<file path="config.mk">
export PLATFORM = sky130hd
export DESIGN_NAME = slrx_config
export DESIGN_NICKNAME = d
export VERILOG_FILES = /design/src/rtl/slrx_pkg.sv /design/src/rtl/slrx_config.sv
export SDC_FILE = /design/constraint.sdc
export NUM_CORES = 1
export LEC_CHECK = 0
export BUFFER_PORTS_ARGS = -buffer_cell sky130_fd_sc_hd__buf_2
export CAP_MARGIN = 10
export CORE_UTILIZATION = 40
export DETAILED_ROUTE_END_ITERATION = 12
export PLACE_DENSITY = 0.65
export SYNTH_ARGS = -nofsm -noshare
export SYNTH_HDL_FRONTEND = slang
export SYNTH_SLANG_ARGS = --single-unit
</file>
<file path="constraint.sdc">
create_clock -name clk_sys -period 37.1 [get_ports clk_sys]
set_input_delay 7.42 -clock clk_sys [delete_from_list [all_inputs] [get_ports clk_sys]]
set_output_delay 7.42 -clock clk_sys [all_outputs]
set_load 0.02 [all_outputs]
</file>
<file path="src/rtl/slrx_pkg.sv">
// Constants, field layouts and carrier types for the serial link receiver
// configuration bank.
// Assumes one 100 MHz clock, a synchronous active-high reset, and byte-wide
// register access at the printed offsets.
//
// How it works
// [RULE1] Software changes config only while link disabled
// [RULE2] Bit 6 selects vendor transmitter compatibility
// [RULE3] Class 0: release once all lanes write
// [RULE4] Class 1: release at delayed multiframe opportunity
// [RULE5] Bit 4 selects 8b/10b or 64b/66b
// [RULE6] Bit 1 picks offset binary or two's complement
// [RULE7] Bit 0 enables 8b/10b descrambling, resets one
// [RULE8] 64b/66b always descrambles, scrambler bit ignored
// [RULE9] Both ends should scramble in 8b/10b
// [RULE10] Link control resets to 03h
// [RULE11] Sync word mode matters only in 64b/66b
// [RULE12] Mode zero checks CRC-12 per multiblock
// [RULE13] Received command fields are always ignored
// [RULE14] Multiframe length holds frames minus one, reset 31
// [RULE15] Software programs a legal frames per multiframe
// [RULE16] 64b/66b frames per multiframe is 256*E/F
// [RULE17] Reserved sync word modes must not be written
// [RULE18] Disabled link holds receiver and counter reset
// [RULE19] Each delay step moves release four octets
package slrx_pkg;

  ////////////////////////////////////////////////////////////////////////////
  // Register offsets
  localparam logic [15:0] SLRX_OFF_LINK_CONTROL = 16'h0103;
  localparam logic [15:0] SLRX_OFF_SYNC_WORD    = 16'h0104;
  localparam logic [15:0] SLRX_OFF_MF_LENGTH    = 16'h0105;

  ////////////////////////////////////////////////////////////////////////////
  // Reset values
  localparam logic [7:0] SLRX_RST_LINK_CONTROL = 8'h03;
  localparam logic [7:0] SLRX_RST_SYNC_WORD    = 8'h00;
  localparam logic [7:0] SLRX_RST_MF_LENGTH    = 8'h1f;

  ////////////////////////////////////////////////////////////////////////////
  // Field positions and masks
  localparam int unsigned SLRX_BIT_COMPAT   = 6;
  localparam int unsigned SLRX_BIT_RELCLASS = 5;
  localparam int unsigned SLRX_BIT_ENCODING = 4;
  localparam int unsigned SLRX_BIT_SAMPLE_FORMAT  = 1;
  localparam int unsigned SLRX_BIT_SCRAMBLE = 0;
  localparam logic [7:0]  SLRX_MASK_LINK_CONTROL = 8'h73;
  localparam logic [7:0]  SLRX_MASK_SYNC_WORD    = 8'h03;
  localparam logic [1:0]  SLRX_SYNC_MODE_CRC12   = 2'h0;

  ////////////////////////////////////////////////////////////////////////////
  // Widths and link constants
  localparam int unsigned SLRX_LANES       = 16;
  localparam int unsigned SLRX_RBD_W       = 6;
  localparam int unsigned SLRX_MF_W        = 16;
  localparam int unsigned SLRX_OCTET_SHIFT = 2;
  localparam logic [SLRX_MF_W-1:0] SLRX_EMB_OCTETS = 16'h0100;

  typedef enum logic {
    SLRX_ENC_8B10B,
    SLRX_ENC_64B66B
  } slrx_enc_t;

  typedef enum logic [1:0] {
    SLRX_ST_OFF,
    SLRX_ST_WAIT,
    SLRX_ST_RELEASED
  } slrx_state_t;

  // Decoded configuration toward the link layer
  typedef struct packed {
    logic                 vendor_transmitter_compat;
    logic                 release_class;
    slrx_enc_t            link_encoding_select;
    logic                 sample_format;
    logic                 descramble_en;
    logic                 crc12_check_en;
    logic [SLRX_MF_W-1:0] frames_per_multiframe;
  } slrx_cfg_t;

  // Byte-wide register access port
  typedef struct packed {
    logic        wr;
    logic        rd;
    logic [15:0] addr;
    logic [7:0]  wdata;
  } slrx_req_t;

endpackage

</file>
<file path="src/rtl/slrx_config.sv">
// Configuration bank and elastic buffer release control of the serial link
// receiver.
// Assumes the multiframe counter, lane PHY and subsystem enable live outside
// and that all inputs are synchronous to clk_sys.
`timescale 1ns/1ps
module slrx_config (
  input  wire logic                               clk_sys,
  input  wire logic                               rst,
  input  wire logic                               ce,
  input  wire slrx_pkg::slrx_req_t                req,
  output      logic [7:0]                         rdata,
  output      logic                               rvalid,
  input  wire logic                               link_subsystem_enable,
  input  wire logic [slrx_pkg::SLRX_RBD_W-1:0]    release_buffer_delay,
  input  wire logic [slrx_pkg::SLRX_MF_W-1:0]     multiframe_clock_counter,
  input  wire logic [7:0]                         multiblocks_per_emb,
  input  wire logic [7:0]                         octets_per_frame,
  input  wire logic [slrx_pkg::SLRX_LANES-1:0]    lane_active,
  input  wire logic [slrx_pkg::SLRX_LANES-1:0]    lane_writing,
  output      slrx_pkg::slrx_cfg_t                cfg,
  output      logic                               buffer_release,
  output      logic                               rx_subsystem_reset,
  output      logic                               mf_counter_reset,
  output      logic                               phy_enable
);
  import slrx_pkg::*;

  ////////////////////////////////////////////////////////////////////////////
  // Registers
  logic [7:0]        link_control_reg;
  logic [7:0]        sync_word_reg;
  logic [7:0]        mf_length_reg;
  logic [7:0]        rdata_reg;
  logic              rvalid_reg;
  slrx_cfg_t         cfg_reg;
  slrx_cfg_t         cfg_next;
  slrx_state_t       state_reg;
  slrx_state_t       state_next;
  logic              release_reg;
  logic              hold_reg;

  // Effective frames per multiframe in 64b/66b: 256 * E / F
  function automatic logic [SLRX_MF_W-1:0] emb_frames(input logic [7:0] e,
                                                      input logic [7:0] f);
    logic [SLRX_MF_W-1:0] octets;
    octets = SLRX_EMB_OCTETS * {8'h00, e};
    if (f == 8'h00) begin
      emb_frames = octets;
    end else begin
      emb_frames = octets / {8'h00, f};
    end
  endfunction

  ////////////////////////////////////////////////////////////////////////////
  // Address decode
  wire hit_ctrl = req.addr == SLRX_OFF_LINK_CONTROL;
  wire hit_sync = req.addr == SLRX_OFF_SYNC_WORD;
  wire hit_mfl  = req.addr == SLRX_OFF_MF_LENGTH;

  wire [7:0] rd_mux = hit_ctrl ? link_control_reg :
                      hit_sync ? sync_word_reg :
                      hit_mfl  ? mf_length_reg : 8'h00;

  // Reserved bits are not stored, so they read back as zero
  always_ff @(posedge clk_sys) begin
    if (rst) begin
      link_control_reg <= SLRX_RST_LINK_CONTROL; // [RULE10]
      sync_word_reg    <= SLRX_RST_SYNC_WORD; // [RULE12]
      mf_length_reg    <= SLRX_RST_MF_LENGTH; // [RULE14]
    end else if (ce && req.wr) begin
      if (hit_ctrl) begin
        link_control_reg <= req.wdata & SLRX_MASK_LINK_CONTROL;
      end
      if (hit_sync) begin
        sync_word_reg <= req.wdata & SLRX_MASK_SYNC_WORD;
      end
      if (hit_mfl) begin
        mf_length_reg <= req.wdata;
      end
    end
  end

  always_ff @(posedge clk_sys) begin
    if (rst) begin
      rdata_reg  <= 8'h00;
      rvalid_reg <= 1'b0;
    end else if (ce) begin
      rvalid_reg <= req.rd;
      rdata_reg  <= req.rd ? rd_mux : 8'h00;
    end
  end

  ////////////////////////////////////////////////////////////////////////////
  // Decoded configuration
  wire is_64b66b = link_control_reg[SLRX_BIT_ENCODING]; // [RULE5]
  wire [1:0] sync_mode = sync_word_reg[1:0];

  // Command fields of received sync words have no consumer here [RULE13]
  always_comb begin
    cfg_next = '0;
    cfg_next.vendor_transmitter_compat = link_control_reg[SLRX_BIT_COMPAT]; // [RULE2]
    cfg_next.release_class = link_control_reg[SLRX_BIT_RELCLASS];
    cfg_next.link_encoding_select = is_64b66b ? SLRX_ENC_64B66B : SLRX_ENC_8B10B; // [RULE5]
    cfg_next.sample_format = link_control_reg[SLRX_BIT_SAMPLE_FORMAT]; // [RULE6]
    // 64b/66b payload is always scrambled
    cfg_next.descramble_en = is_64b66b | link_control_reg[SLRX_BIT_SCRAMBLE]; // [RULE7] [RULE8]
    cfg_next.crc12_check_en = is_64b66b && (sync_mode == SLRX_SYNC_MODE_CRC12); // [RULE11] [RULE12]
    cfg_next.frames_per_multiframe = is_64b66b ?
      emb_frames(multiblocks_per_emb, octets_per_frame) : // [RULE16]
      {8'h00, mf_length_reg} + 16'h0001; // [RULE14]
  end

  // Registered so the divider settles off the link path
  always_ff @(posedge clk_sys) begin
    if (rst) begin
      cfg_reg <= '0;
    end else if (ce) begin
      cfg_reg <= cfg_next;
    end
  end

  ////////////////////////////////////////////////////////////////////////////
  // Elastic buffer release
  wire all_started = ((lane_writing & lane_active) == lane_active) && (lane_active != '0);
  wire [SLRX_MF_W-1:0] release_point =
    {{(SLRX_MF_W-SLRX_RBD_W){1'b0}}, release_buffer_delay} << SLRX_OCTET_SHIFT; // [RULE19]
  wire opportunity = multiframe_clock_counter == release_point; // [RULE4]
  wire release_now = link_control_reg[SLRX_BIT_RELCLASS] ?
                     (all_started && opportunity) : all_started; // [RULE3] [RULE4]

  always_comb begin
    state_next = state_reg;
    case (state_reg)
      SLRX_ST_OFF: begin
        if (link_subsystem_enable) begin
          state_next = SLRX_ST_WAIT;
        end
      end
      SLRX_ST_WAIT: begin
        if (!link_subsystem_enable) begin
          state_next = SLRX_ST_OFF;
        end else if (release_now) begin
          state_next = SLRX_ST_RELEASED;
        end
      end
      SLRX_ST_RELEASED: begin
        if (!link_subsystem_enable) begin
          state_next = SLRX_ST_OFF;
        end
      end
      default: state_next = SLRX_ST_OFF;
    endcase
  end

  always_ff @(posedge clk_sys) begin
    if (rst) begin
      state_reg   <= SLRX_ST_OFF;
      release_reg <= 1'b0;
      hold_reg    <= 1'b1;
    end else if (ce) begin
      state_reg   <= state_next;
      release_reg <= state_next == SLRX_ST_RELEASED;
      hold_reg    <= !link_subsystem_enable; // [RULE18]
    end
  end

  ////////////////////////////////////////////////////////////////////////////
  // Outputs
  assign rdata              = rdata_reg;
  assign rvalid             = rvalid_reg;
  assign cfg                = cfg_reg;
  assign buffer_release     = release_reg;
  assign rx_subsystem_reset = hold_reg;
  assign mf_counter_reset   = hold_reg;
  assign phy_enable         = !hold_reg;

endmodule

</file>
==> flow_metrics.env <==
export IMPL_crit_family="compound AO/OA/AOI/OAI gates"
export IMPL_start_util=0.4091
export IMPL_gp_congestion=0.9017
export IMPL_critPathKind="input port to flip-flop"
export IMPL_path_common_cell="ha_1"
export IMPL_worst_slew_pin_slew_ns=0.8578
export IMPL_viasPerCell=5.900
export IMPL_ys_seq_elements=50
export IMPL_critPathBufInv=6
export IMPL_hold_path_end="cfg[12]$_SDFFE_PP0P_"
export IMPL_place_hpwl_um=19720
export IMPL_placed_cell_area_mm2=0.009176
export IMPL_synth_warnings=0
export IMPL_synthArstFlopShare=0
export IMPL_cts_hold_buf=0
export IMPL_seq_area_frac_synth=0.1209
export IMPL_overflow=0
export IMPL_largest_register_ffs=22
export IMPL_min_path_type="flip-flop to flip-flop"
export IMPL_cts_root_buf="clkbuf_16"
export IMPL_seq_area_mm2=0.001001
export IMPL_io_buffers=134
export IMPL_finalHoldViolCount=0
export IMPL_clk_pin_slew_worst_paths_ns=0.07
export IMPL_netlist_instances=1122
export IMPL_numCtsBuffers=5
export IMPL_crit_slowest_cell="or3b_2"
export IMPL_hold_ws_ns=0.4647
export IMPL_min_path_cells=2
export IMPL_area_growth_syn_to_layout_pct=15.60
export IMPL_core_area_mm2=0.02023
export IMPL_avgSynthCellArea_um2=7.378
export IMPL_cpPeakStageDelay_ns=0.45
export IMPL_grtUsageTotal=0.2269
export IMPL_wire_per_inst_um=16.79
export IMPL_ys_flop_type="dfxtp_1"
export IMPL_first_iter_violations=629
export IMPL_grt_pass1_wl_um=39900
export IMPL_htree_levels=2
export IMPL_ios=135
export IMPL_reg2regPathDepth=5
export IMPL_synth_edf_count=0
export IMPL_grt_max_degree=51
export IMPL_maxCapViolCount=0
export IMPL_layout_nets=1438
export IMPL_finalSetupViolCount=0
export IMPL_die_h_um=145.9
export IMPL_drive_gt1_frac=0.2002
export IMPL_num_antenna_cells=0
export IMPL_slew_headroom=0.4281
export IMPL_reg2reg_slack_ns=35.34
export IMPL_fin_crit_ns=35.43
export IMPL_cp_arrival_ns=35.62
export IMPL_skew_ns=0.005681
export IMPL_die_area_mm2=0.02127
export IMPL_row_count=52
export IMPL_dieWidth_um=145.9
export IMPL_maxSlewViolCount=0
export IMPL_critPathCaptureType="flip-flop"
export IMPL_clock_latency_ns=0.29
export IMPL_ys_types=89
export IMPL_syn_nets=1317
export IMPL_multi_input_area_mm2=0.007027
export IMPL_syn_cell_area_mm2=0.008278
export IMPL_post_route_drc_count=0
export IMPL_antenna_found_initial=0
export IMPL_timing_fmax_mhz=28.22
export IMPL_finalInstanceArea_mm2=0.009569
export IMPL_drt_wl_total_um=25420
export IMPL_clockBufferDepth=2
export IMPL_status="finished clean"
export IMPL_crit_path_max_fanout=12
export IMPL_finalCritPeriodShare=0.9551
export IMPL_hp_start="cfg[12]$_SDFFE_PP0P_"
export IMPL_fillCellCount=1958
export IMPL_drtPass1Iterations=5
export IMPL_cts_tree="yes"
export IMPL_reg2reg_to="cfg[5]$_SDFFE_PP0P_"
export IMPL_cp_required_ns=37.28
export IMPL_start_kind="input port"
export IMPL_grt_pass1_vias=8091
export IMPL_clock_sinks=50
export IMPL_num_vias=8932
export IMPL_r2r_start="link_control_reg[4]$_SDFFE_PP0P_"
export IMPL_ant_nets=0
[cells in the mapped netlist (all sizes together) (12+ instances only)]
master,number,area (um2)
inv,56,210.2
o21a,31,232.7
xor2,28,245.2
clkbuf,29,108.9
o211ai,16,130.1
and2,12,75.08
nand4,12,75.07
a211oi,13,107.6
mux2i,23,230.2
mux2,22,255.3
nand2b,21,131.4
ha,94,1176
xnor2,31,271.5
nand2,102,382.9
a31oi,12,75.07
a21oi,69,345.3
a211o,12,105.1
buf,14,91.34
nor3,36,202.7
dfxtp,50,1001
nand3,29,145.1
a21o,42,315.3
o31ai,17,141.4
nor4,19,137.6
o21ai,69,349.1
nor2,98,367.9
or3,13,81.33
[stage by stage]
step | util | cells | worst slack, ns | TNS (ns)
after floorplan | - | 1122 | 1.944 | 0
after global placement | 0.4535 | 1495 | 0.4977 | 0
after detailed placement | 0.4535 | 1495 | -0.3368 | -0.3368
after CTS | 0.4608 | 1503 | 0.1289 | 0
after global routing | 0.4729 | 1514 | -0.2785 | -0.2785
final | 0.4729 | 1514 | 1.666 | 0
[cell families (layout without fill, tap and decap cells)]
| family | after synthesis | count (layout) | synth area share |
|---|---|---|---|
| multiplexers | 45 | 45 | 0.05865 |
| XOR/XNOR | 59 | 59 | 0.06242 |
| buffers and inverters | 99 | 221 | 0.04958 |
| flip-flops | 50 | 50 | 0.1209 |
| adder cells (fa/ha/maj) | 95 | 95 | 0.1445 |
| AND/OR/NAND/NOR | 396 | 396 | 0.2437 |
| AO/OA/AOI/OAI | 378 | 378 | 0.3203 |
[repair_timing]
action	CTS	global route
cloned	0	1
pin swaps	0	7
setup buffers	0	10
endpoints found under the hold margin	0	0
gates resized for setup	2	40
setup endpoints to repair	1	2
[worst max path at each step]
stage / from / to / slack [ns] / cells past startpoint
3_3_place_gp: octets_per_frame[0] / cfg[0]$_SDFFE_PP0P_ / 0.50 / 135
2_1_floorplan: octets_per_frame[0] / cfg[0]$_SDFFE_PP0P_ / 1.94 / 140
4_1_cts: octets_per_frame[0] / cfg[0]$_SDFFE_PP0P_ / 0.13 / 135
6_report: octets_per_frame[7] / cfg[0]$_SDFFE_PP0P_ / 1.67 / 136
5_1_grt: octets_per_frame[7] / cfg[0]$_SDFFE_PP0P_ / -0.28 / 139
3_5_place_dp: octets_per_frame[0] / cfg[0]$_SDFFE_PP0P_ / -0.34 / 135
[layout by cell type, fill, tap and decap left out, drive strengths merged, types with 23 or more instances in the layout]
master  netlist  final
a21o         42     42
a21oi        69     69
buf          14    157
dfxtp        50     50
ha           94     94
inv          56     56
mux2i        23     23
nand2       102    102
nand3        29     29
nor2         98     98
nor3         36     36
o21a         31     31
o21ai        69     69
xnor2        31     31
xor2         28     28
[layer usage]
metal  global-route usage  wire (um)  vias to the layer above
li1                     -          -                     4452
met1               0.2875      11250                     4107
met2               0.4029      12200                      334
met3              0.02853       1478                       39
met4              0.05842        488                        0
met5                    0          0                        -
[tightest hold or removal path, cell delays in order (launching register included)]
cell,delay [ns]
dfxtp_1,0.31
nand2_1,0.06
a21oi_1,0.05
[final cells by class]
cell class,instances,area share
inverter,56,0.02197
sequential,50,0.1046
tap,270,0.03530
multi-input combinational,973,0.7343
timing repair buffer,157,0.08891
clock buffer,6,0.01347
clock inverter,2,0.001438
Power is not shown: default switching activity piles up to over one toggle a cycle in this logic, so the estimate is an artifact.
